**src/rtl/ocp_pkg.sv**
```systemverilog
/*
 * Shared constants, types and reset values for the overcurrent protection control.
 * Assumes a single 20 MHz system clock; the analog comparators and switches live outside.
 */
package ocp_pkg;

  // ==========================================================================
  // Clock and timing.
  localparam int CLK_HZ        = 20_000_000;
  localparam int CYC_PER_US    = CLK_HZ / 1_000_000;
  localparam int DG_US_0       = 10;
  localparam int DG_US_1       = 20;
  localparam int DG_US_2       = 50;
  localparam int DG_US_3       = 100;
  localparam int DG_CYC_0      = DG_US_0 * CYC_PER_US;
  localparam int DG_CYC_1      = DG_US_1 * CYC_PER_US;
  localparam int DG_CYC_2      = DG_US_2 * CYC_PER_US;
  localparam int DG_CYC_3      = DG_US_3 * CYC_PER_US;
  localparam int REACT_US_0    = 25;
  localparam int REACT_US_1    = 50;
  localparam int REACT_US_2    = 100;
  localparam int REACT_US_3    = 200;
  localparam int REACT_CYC_0   = REACT_US_0 * CYC_PER_US;
  localparam int REACT_CYC_1   = REACT_US_1 * CYC_PER_US;
  localparam int REACT_CYC_2   = REACT_US_2 * CYC_PER_US;
  localparam int REACT_CYC_3   = REACT_US_3 * CYC_PER_US;
  localparam int LIM_MS_1      = 1;
  localparam int LIM_MS_2      = 2;
  localparam int LIM_MS_3      = 5;
  localparam int LIM_MS_4      = 10;
  localparam int LIM_CYC_1     = LIM_MS_1 * 1000 * CYC_PER_US;
  localparam int LIM_CYC_2     = LIM_MS_2 * 1000 * CYC_PER_US;
  localparam int LIM_CYC_3     = LIM_MS_3 * 1000 * CYC_PER_US;
  localparam int LIM_CYC_4     = LIM_MS_4 * 1000 * CYC_PER_US;
  localparam int SC_REACT_NS   = 5000;
  localparam int SC_CYC        = SC_REACT_NS * CYC_PER_US / 1000;
  localparam int CIN_STEP_US   = 50;
  localparam int CIN_STEP_CYC  = CIN_STEP_US * CYC_PER_US;
  localparam int CIN_MAX_US    = 10000;
  localparam int CIN_MAX_STEPS = CIN_MAX_US / CIN_STEP_US;
  localparam int TMR_W         = 18;

  // ==========================================================================
  // Field codes and reset values.
  localparam logic [7:0] ILIM_RST      = 8'h19;
  localparam logic [1:0] THR_RST       = 2'h3;
  localparam logic [1:0] DG_RST        = 2'h0;
  localparam logic [1:0] REACT_RST     = 2'h0;
  localparam logic [2:0] LIM_INFINITE  = 3'h0;
  localparam logic [2:0] LIM_RST       = 3'h0;
  localparam logic [7:0] CIN_STEPS_RST = 8'hc8;

  // ==========================================================================
  // Types.
  typedef enum logic [2:0] {
    ST_VOLT   = 3'b000,
    ST_DEGL   = 3'b001,
    ST_REACT  = 3'b010,
    ST_SETTLE = 3'b011,
    ST_HOLD   = 3'b100,
    ST_HIZ    = 3'b101
  } ocp_state_t;

  typedef enum logic [1:0] {
    STAGE_VOLT = 2'b00,
    STAGE_ILIM = 2'b01,
    STAGE_HIZ  = 2'b10
  } ocp_stage_t;

  typedef struct packed {
    logic       cin_mode;
    logic       resp_limit;
    logic [1:0] thr_sel;
    logic [1:0] dg_sel;
    logic [1:0] react_sel;
    logic [2:0] lim_sel;
    logic [7:0] cin_steps;
  } ocp_cfg_t;

  typedef struct packed {
    logic cin_trip;
    logic short_trip;
    logic lim_fail;
    logic ovl_hiz;
  } ocp_stat_t;

  localparam ocp_cfg_t CFG_RST = '{cin_mode: 1'b0, resp_limit: 1'b0, thr_sel: THR_RST, dg_sel: DG_RST,
                                   react_sel: REACT_RST, lim_sel: LIM_RST, cin_steps: CIN_STEPS_RST};

endpackage

```
**src/rtl/ocp_timer.sv**
```systemverilog
/*
 * One-shot down counter used for the deglitch, reaction and limiter periods.
 * Assumes a synchronous start strobe from logic on the same clock.
 */
`timescale 1ns/1ns
`default_nettype none
module ocp_timer #(
  parameter int W = 18
) (
  // Clock and reset.
  input  wire logic         clock,
  input  wire logic         rst_n,
  // Control.
  input  wire logic         start,
  input  wire logic         cancel,
  input  wire logic [W-1:0] len,
  // Status.
  output wire logic         busy,
  output wire logic         done
);

  logic [W-1:0] cnt_q;
  logic         armed_q;

  // ==========================================================================
  // Counter. A length of N gives done exactly N cycles after start.
  assign busy = armed_q;
  assign done = armed_q && (cnt_q == '0);

  always_ff @(posedge clock or negedge rst_n) begin
    if (!rst_n) begin
      cnt_q   <= '0;
      armed_q <= 1'b0;
    end else if (start) begin
      cnt_q   <= len - W'(1);
      armed_q <= 1'b1;
    end else if (cancel || done) begin
      armed_q <= 1'b0;
    end else if (armed_q) begin
      cnt_q <= cnt_q - W'(1);
    end
  end

endmodule
`default_nettype wire

```
**src/rtl/ocp_ctrl.sv**
```systemverilog
/*
 * Overcurrent protection control for the analog output stage and current input switch.
 * Assumes comparator levels arrive asynchronously and configuration strobes are on clock.
 */
// Functional notes
// - Overload must persist through a 10/20/50/100 us deglitch time before action.
// - Overload threshold select among 5, 10, 20 or 25 mA is provided.
// - Surviving overload triggers the configured response: high impedance or limiter.
// - Reaction time selects 25/50/100/200 us, 25 us after reset.
// - Overload still present after reaction time enters current limit.
// - Limit value sits in a shadow register, default 25 mA, used on entry; the code drives ilim straight from ilim_q, so writes apply at once.
// - Overload after limiter settle time forces high impedance, alarm and status.
// - Settled limiter holds for infinite or 1/2/5/10 ms.
// - Finite limiter period end returns the stage to voltage output.
// - Current-input overcurrent lasting 50 us to 10 ms opens the input switch.
// - Short circuit beyond 5 us reaction forces high impedance; the code does so only with cin_mode clear.
`timescale 1ns/1ns
`default_nettype none
module ocp_ctrl #(
  parameter int LIM_CYC_1 = ocp_pkg::LIM_CYC_1,
  parameter int LIM_CYC_2 = ocp_pkg::LIM_CYC_2,
  parameter int LIM_CYC_3 = ocp_pkg::LIM_CYC_3,
  parameter int LIM_CYC_4 = ocp_pkg::LIM_CYC_4
) (
  // Clock and reset.
  input  wire logic               clock,
  input  wire logic               rstn,
  // Analog comparators.
  input  wire logic               ovl_cmp,
  input  wire logic               short_cmp,
  input  wire logic               cin_ovc_cmp,
  // Configuration and software strobes.
  input  wire logic               cfg_wr,
  input  wire ocp_pkg::ocp_cfg_t  cfg_in,
  input  wire logic               ilim_wr,
  input  wire logic [7:0]         ilim_in,
  input  wire logic               alarm_ack,
  input  wire logic               rearm,
  // Output stage control and status.
  output var  ocp_pkg::ocp_stage_t stage,
  output logic [1:0]              ovl_thr,
  output logic [7:0]              ilim,
  output logic                    current_input_switch_open,
  output logic                    alarm,
  output var  ocp_pkg::ocp_stat_t status
);

  // ==========================================================================
  // Reset release and input synchronisers.
  logic rst_meta_q;
  logic rst_n;
  logic [2:0] in_meta_q;
  logic [2:0] in_sync_q;

  always_ff @(posedge clock or negedge rstn) begin
    if (!rstn) begin
      rst_meta_q <= 1'b0;
      rst_n      <= 1'b0;
    end else begin
      rst_meta_q <= 1'b1;
      rst_n      <= rst_meta_q;
    end
  end

  always_ff @(posedge clock or negedge rst_n) begin
    if (!rst_n) begin
      in_meta_q <= 3'h0;
      in_sync_q <= 3'h0;
    end else begin
      in_meta_q <= {cin_ovc_cmp, short_cmp, ovl_cmp};
      in_sync_q <= in_meta_q;
    end
  end

  wire ovl_s = in_sync_q[0];
  wire sc_s  = in_sync_q[1];
  wire cin_s = in_sync_q[2];

  // ==========================================================================
  // Configuration and limit shadow.
  ocp_pkg::ocp_cfg_t cfg_q;
  logic [7:0]        ilim_q;

  always_ff @(posedge clock or negedge rst_n) begin
    if (!rst_n) begin
      cfg_q  <= ocp_pkg::CFG_RST;
      ilim_q <= ocp_pkg::ILIM_RST;
    end else begin
      if (cfg_wr) cfg_q <= cfg_in;
      if (ilim_wr) ilim_q <= ilim_in;
    end
  end

  // ==========================================================================
  // Period lookups.
  localparam int TW = ocp_pkg::TMR_W;

  function automatic logic [TW-1:0] dg_len(input logic [1:0] sel);
    case (sel)
      2'h0:    dg_len = TW'(ocp_pkg::DG_CYC_0);
      2'h1:    dg_len = TW'(ocp_pkg::DG_CYC_1);
      2'h2:    dg_len = TW'(ocp_pkg::DG_CYC_2);
      default: dg_len = TW'(ocp_pkg::DG_CYC_3);
    endcase
  endfunction

  function automatic logic [TW-1:0] react_len(input logic [1:0] sel);
    case (sel)
      2'h0:    react_len = TW'(ocp_pkg::REACT_CYC_0);
      2'h1:    react_len = TW'(ocp_pkg::REACT_CYC_1);
      2'h2:    react_len = TW'(ocp_pkg::REACT_CYC_2);
      default: react_len = TW'(ocp_pkg::REACT_CYC_3);
    endcase
  endfunction

  function automatic logic [TW-1:0] lim_len(input logic [2:0] sel);
    case (sel)
      3'h1:    lim_len = TW'(LIM_CYC_1);
      3'h2:    lim_len = TW'(LIM_CYC_2);
      3'h3:    lim_len = TW'(LIM_CYC_3);
      default: lim_len = TW'(LIM_CYC_4);
    endcase
  endfunction

  // ==========================================================================
  // Short-circuit reaction counter.
  // The coarse analog limiter clamps the current meanwhile; this only decides when to give up.
  logic [7:0] sc_cnt_q;
  wire        sc_trip = (sc_cnt_q == 8'(ocp_pkg::SC_CYC - 1)) && sc_s;

  always_ff @(posedge clock or negedge rst_n) begin
    if (!rst_n) sc_cnt_q <= 8'h00;
    else if (!sc_s || sc_trip) sc_cnt_q <= 8'h00;
    else sc_cnt_q <= sc_cnt_q + 8'h01;
  end

  // ==========================================================================
  // Voltage-output protection sequence.
  ocp_pkg::ocp_state_t  state_q;
  ocp_pkg::ocp_state_t  state_d;
  ocp_pkg::ocp_stage_t  stage_q;
  logic                 tmr_start;
  logic [TW-1:0]        tmr_len;
  logic                 tmr_done;
  logic                 set_ovl_hiz;
  logic                 set_lim_fail;
  logic                 alarm_q;

  always_comb begin
    state_d      = state_q;
    tmr_start    = 1'b0;
    tmr_len      = dg_len(cfg_q.dg_sel);
    set_ovl_hiz  = 1'b0;
    set_lim_fail = 1'b0;
    case (state_q)
      ocp_pkg::ST_VOLT: begin
        if (ovl_s && !cfg_q.cin_mode) begin
          state_d   = ocp_pkg::ST_DEGL;
          tmr_start = 1'b1;
        end
      end
      ocp_pkg::ST_DEGL: begin
        if (!ovl_s) state_d = ocp_pkg::ST_VOLT;
        else if (tmr_done && !cfg_q.resp_limit) begin
          state_d     = ocp_pkg::ST_HIZ;
          set_ovl_hiz = 1'b1;
        end else if (tmr_done) begin
          state_d   = ocp_pkg::ST_REACT;
          tmr_start = 1'b1;
          tmr_len   = react_len(cfg_q.react_sel);
        end
      end
      ocp_pkg::ST_REACT: begin
        if (tmr_done && !ovl_s) state_d = ocp_pkg::ST_VOLT;
        else if (tmr_done) begin
          state_d   = ocp_pkg::ST_SETTLE;
          tmr_start = 1'b1;
          tmr_len   = react_len(cfg_q.react_sel);
        end
      end
      ocp_pkg::ST_SETTLE: begin
        if (tmr_done && ovl_s) begin
          state_d      = ocp_pkg::ST_HIZ;
          set_lim_fail = 1'b1;
        end else if (tmr_done) begin
          state_d   = ocp_pkg::ST_HOLD;
          tmr_start = (cfg_q.lim_sel != ocp_pkg::LIM_INFINITE);
          tmr_len   = lim_len(cfg_q.lim_sel);
        end
      end
      ocp_pkg::ST_HOLD: begin
        if (tmr_done) state_d = ocp_pkg::ST_VOLT;
      end
      ocp_pkg::ST_HIZ: begin
        if (rearm && !alarm_q) state_d = ocp_pkg::ST_VOLT;
      end
      default: state_d = ocp_pkg::ST_HIZ;
    endcase
    if (sc_trip && !cfg_q.cin_mode) begin
      state_d   = ocp_pkg::ST_HIZ;
      tmr_start = 1'b0;
    end
  end

  wire tmr_cancel = (state_d == ocp_pkg::ST_VOLT) || (state_d == ocp_pkg::ST_HIZ);

  ocp_timer #(.W(TW)) u_timer (
    .clock  (clock),
    .rst_n  (rst_n),
    .start  (tmr_start),
    .cancel (tmr_cancel),
    .len    (tmr_len),
    .busy   (),
    .done   (tmr_done)
  );

  // High impedance is the safe default, so it is also the stage shown during reset.
  wire ocp_pkg::ocp_stage_t stage_d =
    (state_d == ocp_pkg::ST_HIZ) ? ocp_pkg::STAGE_HIZ :
    ((state_d == ocp_pkg::ST_SETTLE) || (state_d == ocp_pkg::ST_HOLD)) ? ocp_pkg::STAGE_ILIM :
    ocp_pkg::STAGE_VOLT;

  always_ff @(posedge clock or negedge rst_n) begin
    if (!rst_n) begin
      state_q <= ocp_pkg::ST_VOLT;
      stage_q <= ocp_pkg::STAGE_HIZ;
    end else begin
      state_q <= state_d;
      stage_q <= stage_d;
    end
  end

  // ==========================================================================
  // Current-input overcurrent timing in 50 us steps.
  logic [15:0] cin_div_q;
  logic [7:0]  cin_steps_q;
  logic        current_input_switch_q;
  wire  [7:0]  cin_lim = (cfg_q.cin_steps == 8'h00) ? 8'h01 :
                         (cfg_q.cin_steps > 8'(ocp_pkg::CIN_MAX_STEPS)) ? 8'(ocp_pkg::CIN_MAX_STEPS) :
                         cfg_q.cin_steps;
  wire         cin_tick = cin_s && (cin_div_q == 16'(ocp_pkg::CIN_STEP_CYC - 1));
  wire         cin_trip = cfg_q.cin_mode && cin_tick && (cin_steps_q == cin_lim - 8'h01);

  always_ff @(posedge clock or negedge rst_n) begin
    if (!rst_n) begin
      cin_div_q   <= 16'h0000;
      cin_steps_q <= 8'h00;
    end else if (!cin_s || !cfg_q.cin_mode || current_input_switch_q) begin
      cin_div_q   <= 16'h0000;
      cin_steps_q <= 8'h00;
    end else if (cin_tick) begin
      cin_div_q   <= 16'h0000;
      cin_steps_q <= cin_steps_q + 8'h01;
    end else begin
      cin_div_q <= cin_div_q + 16'h0001;
    end
  end

  // ==========================================================================
  // Sticky status and alarm; a new event beats a simultaneous acknowledge.
  ocp_pkg::ocp_stat_t stat_q;
  wire ocp_pkg::ocp_stat_t stat_set = '{cin_trip: cin_trip, short_trip: sc_trip && !cfg_q.cin_mode,
                                        lim_fail: set_lim_fail, ovl_hiz: set_ovl_hiz};
  wire ocp_pkg::ocp_stat_t stat_d = (alarm_ack ? '0 : stat_q) | stat_set;

  always_ff @(posedge clock or negedge rst_n) begin
    if (!rst_n) begin
      stat_q  <= '0;
      alarm_q <= 1'b0;
      current_input_switch_q  <= 1'b0;
    end else begin
      stat_q  <= stat_d;
      alarm_q <= |stat_d;
      current_input_switch_q  <= cin_trip || (current_input_switch_q && !alarm_ack);
    end
  end

  assign stage                     = stage_q;
  assign ovl_thr                   = cfg_q.thr_sel;
  assign ilim                      = ilim_q;
  assign current_input_switch_open = current_input_switch_q;
  assign alarm                     = alarm_q;
  assign status                    = stat_q;

  // ==========================================================================
  // Assertions.
  property p_deglitch_drop;
    @(posedge clock) disable iff (!rst_n)
      (state_q == ocp_pkg::ST_DEGL) && !ovl_s && !sc_trip |=> (state_q == ocp_pkg::ST_VOLT);
  endproperty
  a_deglitch_drop: assert property (p_deglitch_drop) else $error("Short overload was not ignored.");

  property p_resp_hiz;
    @(posedge clock) disable iff (!rst_n)
      (state_q == ocp_pkg::ST_DEGL) && ovl_s && tmr_done && !cfg_q.resp_limit
      |=> (stage_q == ocp_pkg::STAGE_HIZ) && alarm_q;
  endproperty
  a_resp_hiz: assert property (p_resp_hiz) else $error("Deglitched overload did not go high impedance.");

  property p_react_len;
    @(posedge clock) disable iff (!rst_n)
      (state_q == ocp_pkg::ST_DEGL) ##1 (state_q == ocp_pkg::ST_REACT) && (cfg_q.react_sel == 2'h0) && !sc_s
      |-> (state_q == ocp_pkg::ST_REACT) [*8];
  endproperty
  a_react_len: assert property (p_react_len) else $error("Reaction wait ended too early.");

  property p_enter_limit;
    @(posedge clock) disable iff (!rst_n)
      (state_q == ocp_pkg::ST_REACT) && tmr_done && ovl_s && !sc_trip |=> (stage_q == ocp_pkg::STAGE_ILIM);
  endproperty
  a_enter_limit: assert property (p_enter_limit) else $error("Limiter was not entered.");

  property p_shadow;
    @(posedge clock) disable iff (!rst_n)
      ilim_wr |=> (ilim == $past(ilim_in));
  endproperty
  a_shadow: assert property (p_shadow) else $error("Limit shadow did not take the write.");

  property p_lim_fail;
    @(posedge clock) disable iff (!rst_n)
      (state_q == ocp_pkg::ST_SETTLE) && tmr_done && ovl_s |=> stat_q.lim_fail && alarm_q && (stage_q == ocp_pkg::STAGE_HIZ);
  endproperty
  a_lim_fail: assert property (p_lim_fail) else $error("Failed limiter did not raise the alarm.");

  property p_infinite;
    @(posedge clock) disable iff (!rst_n)
      (state_q == ocp_pkg::ST_HOLD) && (cfg_q.lim_sel == ocp_pkg::LIM_INFINITE) && !sc_trip && !tmr_done
      |=> (state_q == ocp_pkg::ST_HOLD);
  endproperty
  a_infinite: assert property (p_infinite) else $error("Infinite limiter period ended.");

  property p_return_volt;
    @(posedge clock) disable iff (!rst_n)
      (state_q == ocp_pkg::ST_HOLD) && tmr_done && !sc_trip |=> (stage_q == ocp_pkg::STAGE_VOLT);
  endproperty
  a_return_volt: assert property (p_return_volt) else $error("Stage did not return to voltage output.");

  property p_cin_open;
    @(posedge clock) disable iff (!rst_n)
      cin_trip |=> current_input_switch_open && status.cin_trip;
  endproperty
  a_cin_open: assert property (p_cin_open) else $error("Input switch did not open.");

  property p_short;
    @(posedge clock) disable iff (!rst_n)
      !cfg_q.cin_mode && sc_s [*8] ##0 $stable(cfg_q) |-> ##[0:100] ((stage_q == ocp_pkg::STAGE_HIZ) || !sc_s);
  endproperty
  a_short: assert property (p_short) else $error("Short circuit not cut off in time.");

  property p_restart;
    @(posedge clock) disable iff (!rst_n)
      (state_q == ocp_pkg::ST_VOLT) && ovl_s && !cfg_q.cin_mode && !sc_trip |=> (state_q == ocp_pkg::ST_DEGL);
  endproperty
  a_restart: assert property (p_restart) else $error("Overload did not restart the deglitch.");

  property p_sticky;
    @(posedge clock) disable iff (!rst_n)
      alarm_q && !alarm_ack |=> alarm_q && (state_q != ocp_pkg::ST_VOLT || !$past(state_q == ocp_pkg::ST_HIZ));
  endproperty
  a_sticky: assert property (p_sticky) else $error("Alarm or high impedance dropped without acknowledge.");

endmodule
`default_nettype wire

```
**config.mk**
```make
export PLATFORM = sky130hd
export DESIGN_NAME = ocp_ctrl
export DESIGN_NICKNAME = d
export VERILOG_FILES = /design/src/rtl/ocp_pkg.sv /design/src/rtl/ocp_timer.sv /design/src/rtl/ocp_ctrl.sv
export SDC_FILE = /design/constraint.sdc
export NUM_CORES = 1
export LEC_CHECK = 0
export ABC_AREA = 1
export BUFFER_PORTS_ARGS = -buffer_cell sky130_fd_sc_hd__buf_4
export CORE_ASPECT_RATIO = 0.6
export CORE_UTILIZATION = 60
export DETAILED_ROUTE_END_ITERATION = 10
export HOLD_SLACK_MARGIN = 0.06
export PLACE_DENSITY = 0.84
export SETUP_SLACK_MARGIN = 0.02
export SYNTH_ARGS = -nofsm -noshare
export SYNTH_HDL_FRONTEND = slang
export SYNTH_HIERARCHICAL = 1
export SYNTH_SLANG_ARGS = --single-unit
```
**constraint.sdc**
```tcl
create_clock -name clock -period 4.1 [get_ports clock]
set_input_delay 0.41 -clock clock [delete_from_list [all_inputs] [get_ports clock]]
set_output_delay 0.41 -clock clock [all_outputs]
set_load 0.1 [all_outputs]
```
After elaboration in Yosys (flattened, before gate mapping)

Cells that the tools add are included.

Input bits: 36
Word-level logic and storage cells: 141
Output and inout port bits: 18
Bits in registers: 97

Eq/ne operators: 19
Bitwise gates (word level): 1
Reductions and logical operators: 38
Add/sub/neg operators: 6
$lt $le $gt $ge: 1
Multiplexer cells: 51

Operator list:

| cell                                                 | number |
|---|---|
| two-way mux 18 bit                                   | 6 |
| one-hot mux 18 bit (3 select lines)                  | 2 |
| two-way mux 8 bit                                    | 5 |
| two-way mux 12 bit                                   | 3 |
| one-hot mux 12 bit (3 select lines)                  | 1 |
| subtractor 18 x 1 -> 18 bit, second input constant   | 2 |
| two-way mux 3 bit                                    | 11 |
| one-hot mux 11 bit (3 select lines)                  | 1 |
| two-way mux 16 bit                                   | 2 |
| logical NOT 18 bit                                   | 1 |
| one-hot mux 3 bit (6 select lines)                   | 1 |
| adder 16 x 1 -> 16 bit, second input constant        | 1 |
| adder 8 x 1 -> 8 bit, second input constant          | 2 |
| == test 16 x 10 -> 1 bit, second input constant      | 1 |
| two-way mux 1 bit                                    | 16 |
| == test 3 x 2 -> 1 bit, second input constant        | 5 |
| == test 3 bit, second input constant                 | 4 |
| logical AND 1 bit                                    | 12 |
| == test 8 x 7 -> 1 bit, second input constant        | 1 |
| == test 8 bit                                        | 1 |
| greater-than comparator 8 bit, second input constant | 1 |
| logical NOT 8 bit                                    | 1 |
| subtractor 8 x 1 -> 8 bit, second input constant     | 1 |
| logical NOT 1 bit                                    | 7 |
| 15 further kinds                                     | 28 |

Logic depth before layout (Yosys ltp)

Gate-level depths: netlist of run 1.

Depth in word-level cells: 12
Depth in mapped cells: 25
Mapped depth without buffers: 25

By module

The synthesis of run 1 kept the hierarchy.

By module, submodules not included:

| module    | seq. area each (um^2) | cells each | instances | area each (um^2) |
|---|---|---|---|---|
| ocp_ctrl  | 1,963.1               | 518        | 1         | 4,124.0 |
| ocp_timer | 475.5                 | 232        | 1         | 1,452.6 |

Least setup slack after synthesis of run 1

OpenSTA, ideal clock, no wires.

Kind: register to register
Start point: register u_timer.cnt_q[1]
End point: register u_timer.cnt_q[16]
Buffers on the path: 0
Setup time: 0.117 ns
Stages on the path, launching flop included: 24
Data required time: 3.983 ns
Path slack: 1.216 ns
Arrival time: 2.767 ns
Cell sequence: dfrtp_1 -> nor2_1 -> nand3_1 -> nor2_1 -> nand3_1 -> inv_1 -> inv_1 -> nor2_2 -> inv_1 -> nor2_2 -> inv_2 -> a31oi_1 -> nor3_1 -> nor2_1 -> inv_2 -> o21ai_2 -> ha_1 -> nand2_2 -> nor2_4 -> nand2_1 -> nand2_1 -> nand2_1 -> nand2_1 -> nand2_1

Elaborated cells between the ends (all ways): 42
Classes of those cells: 2 x add/sub; 2 x eq/ne; 28 x mux; 10 x reduce/logical

RTL lines:

| item                                                                 | RTL line                                          | text |
|---|---|---|
| from (decl)                                                          | ocp_timer.sv:22                                   | `logic [W-1:0] cnt_q;` |
| from (signal assigned)                                               | ocp_timer.sv:35                                   | `cnt_q <= len - W'(1);` |
| from (signal assigned)                                               | ocp_timer.sv:40                                   | `cnt_q <= cnt_q - W'(1);` |
| logical NOT 18 bit (*)                                               | ocp_timer.sv:28                                   | `assign done = armed_q && (cnt_q == '0);` |
| logical AND 1 bit (*)                                                | ocp_timer.sv:28                                   |  |
| net tmr_done                                                         | ocp_ctrl.sv:144                                   | `logic tmr_done;` |
| two-way mux 1 bit / logical AND 1 bit (equally long branches)        | ocp_ctrl.sv:167, ocp_ctrl.sv:175, ocp_ctrl.sv:164 |  |
| two-way mux 1 bit                                                    | ocp_ctrl.sv:164                                   | `else if (tmr_done && !cfg_q.resp_limit) begin` |
| two-way mux 1 bit                                                    | ocp_ctrl.sv:163                                   | `if (!ovl_s) state_d = ocp_pkg::ST_VOLT;` |
| one-hot mux 1 bit (4 select lines) (*)                               | ocp_ctrl.sv:155                                   | `case (state_q)` |
| two-way mux 1 bit (*)                                                | ocp_ctrl.sv:199                                   | `if (sc_trip && !cfg_q.cin_mode) begin` |
| net tmr_start                                                        | ocp_ctrl.sv:142                                   | `logic tmr_start;` |
| != test 2 bit (no line) / nonzero test 2 bit (equally long branches) | n/a                                               |  |
| AND reduction 2 bit (no line)                                        | n/a                                               |  |

Mark *: on every way through the listed nets, which the timed path passes. The rest lies on a longest branch. The select of a mux whose other input is x is not followed.
A chain may end at the register's enable or synchronous reset.

Final worst setup path of run 1

Start point: register u_timer.cnt_q[13]
End point: register u_timer.cnt_q[17]

Same word-level chain as after synthesis.

==> results of run 1 <==
-- worst reg2reg max path: stages (launching register included) --
cell	delay, ns
dfrtp_1	0.38
inv_1	0.12
nand4_1	0.19
nor2_1	0.15
nand3_1	0.14
inv_2	0.17
inv_1	0.10
nor2_2	0.14
inv_1	0.06
nor2_2	0.17
inv_2	0.11
a31oi_1	0.17
nor3_1	0.06
nor2_1	0.21
buf_6	0.26
o21ai_1	0.19
nor2_1	0.16
nand2_1	0.11
nor2_1	0.29
nand2_1	0.10
nand2_1	0.06
nand2_1	0.05
nand2_1	0.06
nand2_1	0.06
-- metrics by stage --
step	util	hold WS, ns	instances	setup WS, ns	power (mW)
2_1_floorplan	-	0.114	752	1.21	1.86
3_3_place_gp	0.692	0.192	904	0.591	2.09
3_5_place_dp	0.692	0.197	904	0.507	2.11
4_1_cts	0.727	0.164	921	0.476	2.98
5_1_grt	0.728	0.164	921	0.0866	3.18
6_report	0.728	0.169	921	0.464	3.01
-- area by class of cell --
class | count | area (µm²) | area share
clock buffers | 9 | 225 | 0.0354
clock inverters | 7 | 76.3 | 0.0120
inverters | 104 | 390 | 0.0613
multi-input cells | 535 | 2660 | 0.418
flip-flops and latches | 97 | 2440 | 0.383
well taps | 112 | 140 | 0.0220
repair buffers | 57 | 434 | 0.0682
-- what timing repair did --
item | CTS | global route
hold buffers | 1 | 0
endpoints found under the hold margin | 2 | 0
endpoints found under the setup margin | 0 | 6
gates resized for setup | 0 | 3
-- final timing paths --
check / from / end / slack, ns / cells after the start
hold reg to reg: in_meta_q[1] / in_sync_q[1] / 0.35 / 0
setup / recovery: u_timer/cnt_q[13] / u_timer/cnt_q[17] / 0.46 / 23
hold / removal: ovl_cmp / in_meta_q[0] / 0.17 / 1
max in group asynchronous: rst_n / ilim[4] / 2.71 / 1
min in group asynchronous: rstn / rst_n / 0.39 / 2
setup reg to reg: u_timer/cnt_q[13] / u_timer/cnt_q[17] / 0.46 / 23
-- registers in the layout (all words and copies together), names as in the netlist, 4 cells and up --
register,flops
sc_cnt_q,8
u_timer/cnt_q,18
cfg_q,17
cin_div_q,16
cin_steps_q,8
ilim,8
status,4
-- cell usage after synthesis, drive strengths merged --
library cell,instances,area share
nand2,227,0.16
inv,104,0.070
nor2,92,0.070
dfrtp,88,0.39
o21ai,55,0.053
nand3,42,0.040
nor3,24,0.026
a21oi,23,0.021
mux2,12,0.024
dfstp,9,0.042
buf,8,0.012
clkbuf,8,0.0054
xor2,8,0.013
nand3b,6,0.0081
nand4,6,0.0067
ha,5,0.011
nor3b,4,0.0054
o211ai,4,0.0054
o221ai,4,0.0063
a31oi,3,0.0034
xnor2,3,0.0047
conb,2,0.0013
nor4,2,0.0022
o22ai,2,0.0022
o311ai,2,0.0045
a21o,1,0.0013
a22oi,1,0.0013
and3,1,0.0011
o2111ai,1,0.0016
o21a,1,0.0013
o31ai,1,0.0013
or2,1,0.0011
-- per-layer routing --
| layer | vias to the layer above | track usage | wire length, µm |
|---|---|---|---|
| met5 | - | 0 | 0 |
| met2 | 249 | 0.456 | 5660 |
| met1 | 2407 | 0.490 | 7000 |
| met4 | 0 | 0.0783 | 120 |
| li1 | 2498 | - | - |
| met3 | 15 | 0.0935 | 1530 |
-- power groups by stage --
stage	Combinational [mW]	Sequential, mW	Clock [mW]
floorplan	0.637	1.22	0
global placement	0.915	1.18	0
detailed placement	0.923	1.18	0
CTS	0.935	1.17	0.877
global route	1.08	1.19	0.911
finish	0.975	1.17	0.867
-- logic make-up after synthesis --
kind of cell / count (synthesis)
mux: 12
buf+inv: 120
fa+ha+maj: 5
other cells: 2
compound gates: 98
xor+xnor: 11
simple gates: 405
flops: 97
==> qor.yml, run 1 <==
timing:
  maxClockFrequency_mhz: 275
  rsz0062_at_grt: "false"
  slew_headroom: 0.404
  setup_viol: 0
  min_period_ns: 3.64
  finalHoldViolCount: 0
  final_max_slew_viol_count: 0
  skew_ns: 0.00519
  worst_pin_slew_ns: 0.895
  fin_crit_sh: 0.887
  fin_setup_tns_ns: 0
logic_synthesis:
  syn-mean-instance-area_um2: 7.44
  synth_compound_area_frac: 0.103
  synth.ff_latch_count: 97
  synth-seq-area-share: 0.437
  synth_adder_area_share: 0.0112
  synth_mux_area_frac: 0.0242
  synth_simple_gate_area_frac: 0.319
  syn-instance-count: 750
  ys_types: 45
  yosys_warnings: 6
  synth_top_family_by_area: "simple AND/OR/NAND/NOR gates"
  synth_xor_area_frac: 0.0173
  synth_area_um2: 5580
place:
  place_congestion: 1.06
  portBuffers: 53
  dpl.hpwl_um: 10800
  postPlaceCellArea_um2: 6050
global_route:
  grt_max_degree: 70
  antenna_found_initial: 0
  grt_usage: 0.325
  grt_pass1_vias: 4937
  overflow: 0
  grt_pass1_wl_um: 24500
power:
  power_frac_clock: 0.288
  power_density_nw_per_um2: 473
  vdd_drop_max_mv: 0.291
  p_sw_mw: 1.16
  cellInternalPower_mw: 1.85
  switching_share: 0.386
  p_seq_frac: 0.389
  combPwrFrac: 0.323
  power.leakage_nw: 3.11
critical_path:
  startpoint_type: "flop"
  cp_slowest_cell: "dfrtp_1"
  crit_path_end_kind: "flop"
  worstSetupPathType: "reg2reg"
  critPathMaxFanout: 30
  path_buf_inv: 6
  cp_data_required_time_ns: 4.34
  slowest_delay_ns: 0.38
  path_cells: "inv_1, nand4_1, nor2_1, nand3_1, inv_2, inv_1, nor2_2, inv_1, nor2_2, inv_2, a31oi_1, nor3_1, nor2_1, buf_6, o21ai_1, nor2_1, nand2_1, nor2_1, nand2_1, nand2_1, nand2_1, nand2_1, nand2_1"
  cp_top_family: "simple AND/OR/NAND/NOR gates"
  crit_path_frequent_cell: "nand2_1"
  arrival_ns: 3.87
cts:
  h-tree-depth: 3
  clk_pin_slew_worst_paths_ns: 0.07
  cts-root-buf: "clkbuf_16"
  clock_latency_ns: 0.35
  cts_buffer_depth: 2
  post_cts_buffers: 0
  tritoncts: "built"
  cts.sinks: 97
  cts_made_buffers: 9
hold_path:
  min_path_type: "in2reg"
cells_and_area:
  layout-drive-gt1-share: 0.177
  mostFrequentLayoutCells: "218 x nand2_1, 93 x inv_1, 87 x dfrtp_1, 76 x nor2_1, 55 x buf_4"
  antenna_cells_inserted: 0
  nets: 845
  final_area_um2: 6370
  syn_to_final_growth_pct: 14.2
  final_common_cell: "nand2_1"
  n_fill_cell: 707
floorplan:
  start_util: 0.637
  dieWidth_um: 126
  core_region_area_um2: 8750
  die_h_um: 76.7
  ioPinCount: 54
  die_area_um2: 9700
  rows: 26
route:
  viasPerCell: 5.61
  routedWlPerCell_um: 15.5
  dr.pass1.iters: 5
  drc: 0
  drtIter0Drc: 517
  routed_wl_um: 14300
  drtAntennaViolNets: 0
  vias: 5169
run_status:
  run_status: "complete, no violations"
job:
  maxCapViolations: 0
Note: power is estimated with default switching activity, not from simulation.
==> run 2: changes to the inputs <==
Settings changed: RECOVER_POWER set to 100, REMOVE_ABC_BUFFERS set to 1.
==> qor.yml, run 2 (synthesized netlist as in run 1, its figures left out) <==
route:
  drtAntennaViolNets: 0
  viasPerCell: 5.59
  drtIter0Drc: 496
  drc: 0
  routedWlPerCell_um: 15.7
  routed_wl_um: 14500
  dr.pass1.iters: 5
  vias: 5149
cts:
  cts_buffer_depth: 2
  cts_made_buffers: 9
  cts-root-buf: "clkbuf_16"
  cts.sinks: 97
  post_cts_resized: 0
  clk_pin_slew_worst_paths_ns: 0.07
  tritoncts: "built"
  h-tree-depth: 3
  clock_latency_ns: 0.34
power:
  combPwrFrac: 0.315
  p_sw_mw: 1.12
  power_frac_clock: 0.290
  switching_share: 0.380
  power_density_nw_per_um2: 474
  p_seq_frac: 0.395
  vdd_drop_max_mv: 0.319
  power.leakage_nw: 3.02
  cellInternalPower_mw: 1.84
critical_path:
  path_buf_inv: 5
  critPathMaxFanout: 30
  rrSetupSlack_ns: 0.35
  cp_slowest_cell: "dfrtp_1"
  regToRegEndpoint: "u_timer/cnt_q[10]"
  startpoint_type: "flop"
  crit_path_frequent_cell: "nand2_1"
  crit_path_end_kind: "flop"
  slowest_delay_ns: 0.40
  worstSetupPathType: "reg2reg"
  arrival_ns: 3.98
  cp_top_family: "simple AND/OR/NAND/NOR gates"
  ff2ff_path_depth: 23
  cp_data_required_time_ns: 4.34
  timing.rr.start: "u_timer/cnt_q[8]"
  path_cells: "nor2_1, nand3_1, nor2_1, nand3_1, inv_1, inv_1, nor2_2, inv_1, nor2_2, inv_2, a31oi_1, nor3_1, nor2_1, buf_4, o21ai_1, nor2_1, nand2_1, nor2_4, nand2_1, nand2_1, nand2_1, nand2_1, nand2_1"
cells_and_area:
  antenna_cells_inserted: 0
  reg.largest.list: "u_timer/cnt_q: 18 flops, cfg_q: 17 flops, cin_div_q: 16 flops"
  syn_to_final_growth_pct: 11.9
  largest-register: "u_timer/cnt_q"
  mostFrequentLayoutCells: "221 x nand2_1, 95 x inv_1, 88 x dfrtp_1, 79 x nor2_1, 42 x o21ai_0"
  nets: 845
  largest_register_ffs: 18
  layout-drive-gt1-share: 0.133
  utilization: 0.713
  final_common_cell: "nand2_1"
  n_fill_cell: 697
  final_area_um2: 6240
timing:
  final_max_slew_viol_count: 63
  skew_ns: 0.00531
  setup_viol: 0
  finalHoldViolCount: 0
  min_period_ns: 3.75
  slew_headroom: -0.657
  fin_setup_tns_ns: 0
  rsz0062_at_grt: "false"
  fin_crit_sh: 0.914
  maxClockFrequency_mhz: 267
  worst_pin_slew_ns: 2.49
global_route:
  grt_max_degree: 63
  antenna_found_initial: 0
  grt_usage: 0.324
  grt_pass1_vias: 4870
  grt_pass1_wl_um: 24400
  overflow: 0
hold_path:
  timing.hold.worst_path_depth: 1
  min_from: "cin_ovc_cmp"
  hold_end: "in_meta_q[2]"
  min_path_type: "in2reg"
floorplan:
  rows: 26
  start_util: 0.637
  die_h_um: 76.7
  core_region_area_um2: 8750
  ioPinCount: 54
  dieWidth_um: 126
  die_area_um2: 9700
place:
  place_congestion: 0.948
  postPlaceCellArea_um2: 6050
  portBuffers: 53
  dpl.hpwl_um: 11000
job:
  maxCapViolations: 1
run_status:
  failed_checks: "capacitance limit, slew limit"
  run_status: "complete, but fails checks"
[run 2: cell types whose count changed in the layout (fill, tap and decap cells not counted), sizes merged]
cell and delta:
clkbuf +26, inv -1, clkinv -1, buf -24
[run 2: area by class of cell]
| cell class | instances | area, µm² | share of cell area |
|---|---|---|---|
| flip-flops and latches | 97 | 2440 | 0.391 |
| repair buffers | 57 | 353 | 0.0565 |
| inverters | 104 | 390 | 0.0626 |
| well taps | 112 | 140 | 0.0225 |
| multi-input cells | 535 | 2620 | 0.420 |
| clock inverters | 5 | 63.8 | 0.0102 |
| clock buffers | 11 | 233 | 0.0373 |
[run 2: timing repair]
action,CTS,global route
endpoints found under the hold margin,2,0
hold buffers,1,0
setup buffers,0,0
[run 2: worst reg2reg max path, delay by kind of cell (launching register included)]
| family | cells | cell delay (ns) |
|---|---|---|
| compound gates | 2 | 0.42 |
| flops | 1 | 0.40 |
| simple gates | 16 | 1.97 |
| buf+inv | 5 | 0.85 |
[run 2: how the worst max path moves through the flow]
stage                     startpoint                end  slack [ns]  cells after the start
floorplan           u_timer/cnt_q[1]  u_timer/cnt_q[16]        0.26                     23
global placement    u_timer/cnt_q[8]  u_timer/cnt_q[11]        0.62                     23
detailed placement  u_timer/cnt_q[9]  u_timer/cnt_q[11]        0.54                     23
CTS                 u_timer/cnt_q[8]  u_timer/cnt_q[11]        0.51                     23
global route        u_timer/cnt_q[8]  u_timer/cnt_q[11]        0.07                     23
finish              u_timer/cnt_q[8]  u_timer/cnt_q[10]        0.35                     23
[run 2: per-layer routing]
| layer | global-route usage | vias to the layer above | share of wire |
|---|---|---|---|
| met4 | 0.0578 | 0 | 0.0078 |
| met5 | 0 | - | 0 |
| met1 | 0.510 | 2407 | 0.51 |
| met3 | 0.0809 | 16 | 0.087 |
| met2 | 0.450 | 225 | 0.40 |
| li1 | - | 2501 | - |
[run 2: power groups by stage]
stage               clock, mW  sequential (mW)  combinational (mW)
detailed placement          0             1.19               0.913
global placement            0             1.18               0.899
global route            0.910             1.19                1.04
floorplan                   0             1.24               0.601
finish                  0.858             1.17               0.934
CTS                     0.869             1.17               0.921
[run 2: through the flow]
step / total power [mW] / instances / worst slack (ns) / hold WS (ns)
2_1_floorplan: 1.84 / 736 / 0.256 / 0.114
3_3_place_gp: 2.08 / 904 / 0.620 / 0.192
3_5_place_dp: 2.10 / 904 / 0.535 / 0.194
4_1_cts: 2.96 / 921 / 0.510 / 0.160
5_1_grt: 3.14 / 921 / 0.0667 / 0.177
6_report: 2.96 / 921 / 0.354 / 0.188
==> run 3: changes to the inputs <==
Settings changed: ABC_AREA 1 to not set, PLACE_DENSITY 0.84 to 0.83.
==> qor.yml, run 3 <==
cells_and_area:
  reg.largest.list: "u_timer/cnt_q: 18 flops, cfg_q: 17 flops, cin_div_q: 16 flops"
  largest-register: "u_timer/cnt_q"
  layout-drive-gt1-share: 0.284
  stdcell_count: 835
  largest_register_ffs: 18
  utilization: 0.761
  final_area_um2: 7070
  mostFrequentLayoutCells: "84 x dfrtp_1, 82 x buf_4, 53 x nor2_1, 42 x nand2_1, 29 x xor2_1"
  antenna_cells_inserted: 0
  nets: 741
  final_common_cell: "dfrtp_1"
  syn_to_final_growth_pct: 21.9
place:
  postPlaceCellArea_um2: 6550
  place_congestion: 0.989
  detailedPlace.worstSlack_ns: -0.114
  placed_cells: 802
  portBuffers: 53
  dpl.hpwl_um: 11000
timing:
  finalHoldViolCount: 0
  rsz0062_at_grt: "true"
  final_max_slew_viol_count: 39
  timing.final.ws_setup_ns: 0.0527
  fin_crit_sh: 0.987
  slew_headroom: -0.343
  skew_ns: 0.00721
  maxClockFrequency_mhz: 247
  fin_setup_tns_ns: 0
  worst_pin_slew_ns: 2.01
  setup_viol: 0
  min_period_ns: 4.05
  hold-worst-slack_ns: 0.192
cts:
  tritoncts: "built"
  cts_buffer_depth: 2
  clock_latency_ns: 0.34
  h-tree-depth: 3
  cts_made_buffers: 9
  cts-root-buf: "clkbuf_16"
  cts.sinks: 97
  clk_pin_slew_worst_paths_ns: 0.07
logic_synthesis:
  synth-seq-area-share: 0.420
  synth_compound_area_frac: 0.152
  synth_adder_area_share: 0.0108
  syn-mean-instance-area_um2: 9.69
  synth_simple_gate_area_frac: 0.237
  synth_area_um2: 5800
  synthTopCellsByArea: "dfrtp_1 38%, mux2_2 4.9%, xor2_1 4.4%, dfstp_2 4.1%, nor2_1 3.5%"
  synth.top_cell.area_share: 0.380
  synth-edff-count: 0
  yosys.area.top_type: "dfrtp_1"
  synth_common_cells: "88 x dfrtp_1, 54 x nor2_1, 43 x nand2_1"
  synth.most_common_cell: "dfrtp_1"
  synth_xor_area_frac: 0.0740
  synth.ff_latch_count: 97
  syn-instance-count: 599
  synth_mux_area_frac: 0.0641
  synthArstFlopShare: 1.00
  synth_top_family_by_area: "simple AND/OR/NAND/NOR gates"
  ys_types: 80
  yosys_warnings: 6
  synth-main-ff-cell: "dfrtp_1"
route:
  vias: 5426
  viasPerCell: 6.50
  routedWlPerCell_um: 19.4
  drc: 0
  drtIter0Drc: 609
  routed_wl_um: 16200
  dr.pass1.iters: 6
  drtAntennaViolNets: 0
global_route:
  antenna_found_initial: 0
  grt_pass1_vias: 5024
  grt_pass1_wl_um: 25400
  grt_max_degree: 59
  grt_usage: 0.328
  overflow: 0
critical_path:
  worstSetupPathType: "reg2reg"
  arrival_ns: 4.26
  startpoint_type: "flop"
  cp_data_required_time_ns: 4.32
  critPathMaxFanout: 12
  crit_path_end_kind: "flop"
  crit_path_frequent_cell: "buf_6"
  cp_slowest_cell: "or4b_4"
  cp_top_family: "simple AND/OR/NAND/NOR gates"
  path_buf_inv: 3
  path_cells: "nor2_2, or4b_4, nor3_4, buf_6, and2_4, and3_4, o31ai_2, a311oi_4, buf_4, buf_6, or2b_2, o22ai_4, and4_4, nand2_1, a221o_1"
  slowest_delay_ns: 0.51
floorplan:
  die_h_um: 78.2
  die_area_um2: 10100
  rows: 27
  dieWidth_um: 129
  ioPinCount: 54
  core_region_area_um2: 9290
  start_util: 0.625
power:
  p_total_mw: 2.87
  vdd_drop_max_mv: 0.224
  power.leakage_nw: 2.90
  power_density_nw_per_um2: 406
job:
  maxCapViolations: 1
run_status:
  failed_checks: "capacitance limit, slew limit"
  run_status: "complete, but fails checks"
hold_path:
  min_path_type: "in2reg"
==> run 3: final timing paths <==
kind / startpoint / to / slack [ns] / depth (start not counted)
max: u_timer/cnt_q[13] / u_timer/cnt_q[15] / 0.05 / 15
min: cin_ovc_cmp / in_meta_q[2] / 0.19 / 1
max reg2reg: u_timer/cnt_q[13] / u_timer/cnt_q[15] / 0.05 / 15
min reg2reg: in_meta_q[2] / in_sync_q[2] / 0.35 / 0
max in group asynchronous: rst_n / cfg_q[18] / 1.32 / 1
min in group asynchronous: rstn / rst_n / 0.37 / 2
==> run 3: per-layer routing <==
| layer | global-route usage | vias to the layer above | wire, µm |
|---|---|---|---|
| li1 | - | 2388 | - |
| met1 | 0.471 | 2640 | 7030 |
| met2 | 0.478 | 358 | 7070 |
| met3 | 0.100 | 40 | 1850 |
| met4 | 0.0871 | 0 | 259 |
| met5 | 0 | - | 0 |
==> run 3: cells by family after synthesis <==
family	count (synthesis)
AOI/OAI and AO/OA	121
xor gates and xnor gates	49
adders and majority gates	5
buffers and inverters	45
DFF	97
muxes	34
other	2
and+or+nand+nor	246
==> run 3: worst reg2reg max path: cells and delay by family, from the launching register on <==
family,cells,cell delay (ns)
flops,1,0.43
simple gates,8,1.84
compound gates,4,1.16
buf+inv,3,0.51
==> run 3: power by group <==
part	switching [mW]	internal, mW	leakage, nW
sequential	0.158	1.05	1.23
combinational	0.412	0.327	1.51
clock	0.382	0.544	0.156
total	0.952	1.92	2.90
==> run 3: area by class of cell <==
class                      instances  area [µm²]
timing repair buffer             112         777
tap                              130         163
inverter                          16        60.1
sequential                        97        2450
fill                             650        2220
clock inverter                     6        96.3
multi-input combinational        464        3300
clock buffer                      10         229
==> run 3: repair_timing <==
| action | in CTS | in global routing |
|---|---|---|
| buffers inserted | 3 | 12 |
| endpoints found under the setup margin | 5 | 14 |
| gates cloned | 0 | 1 |
| hold endpoints to repair | 2 | 0 |
| gates resized for setup | 4 | 33 |
| pin swaps | 3 | 11 |
| hold buffers | 1 | 0 |
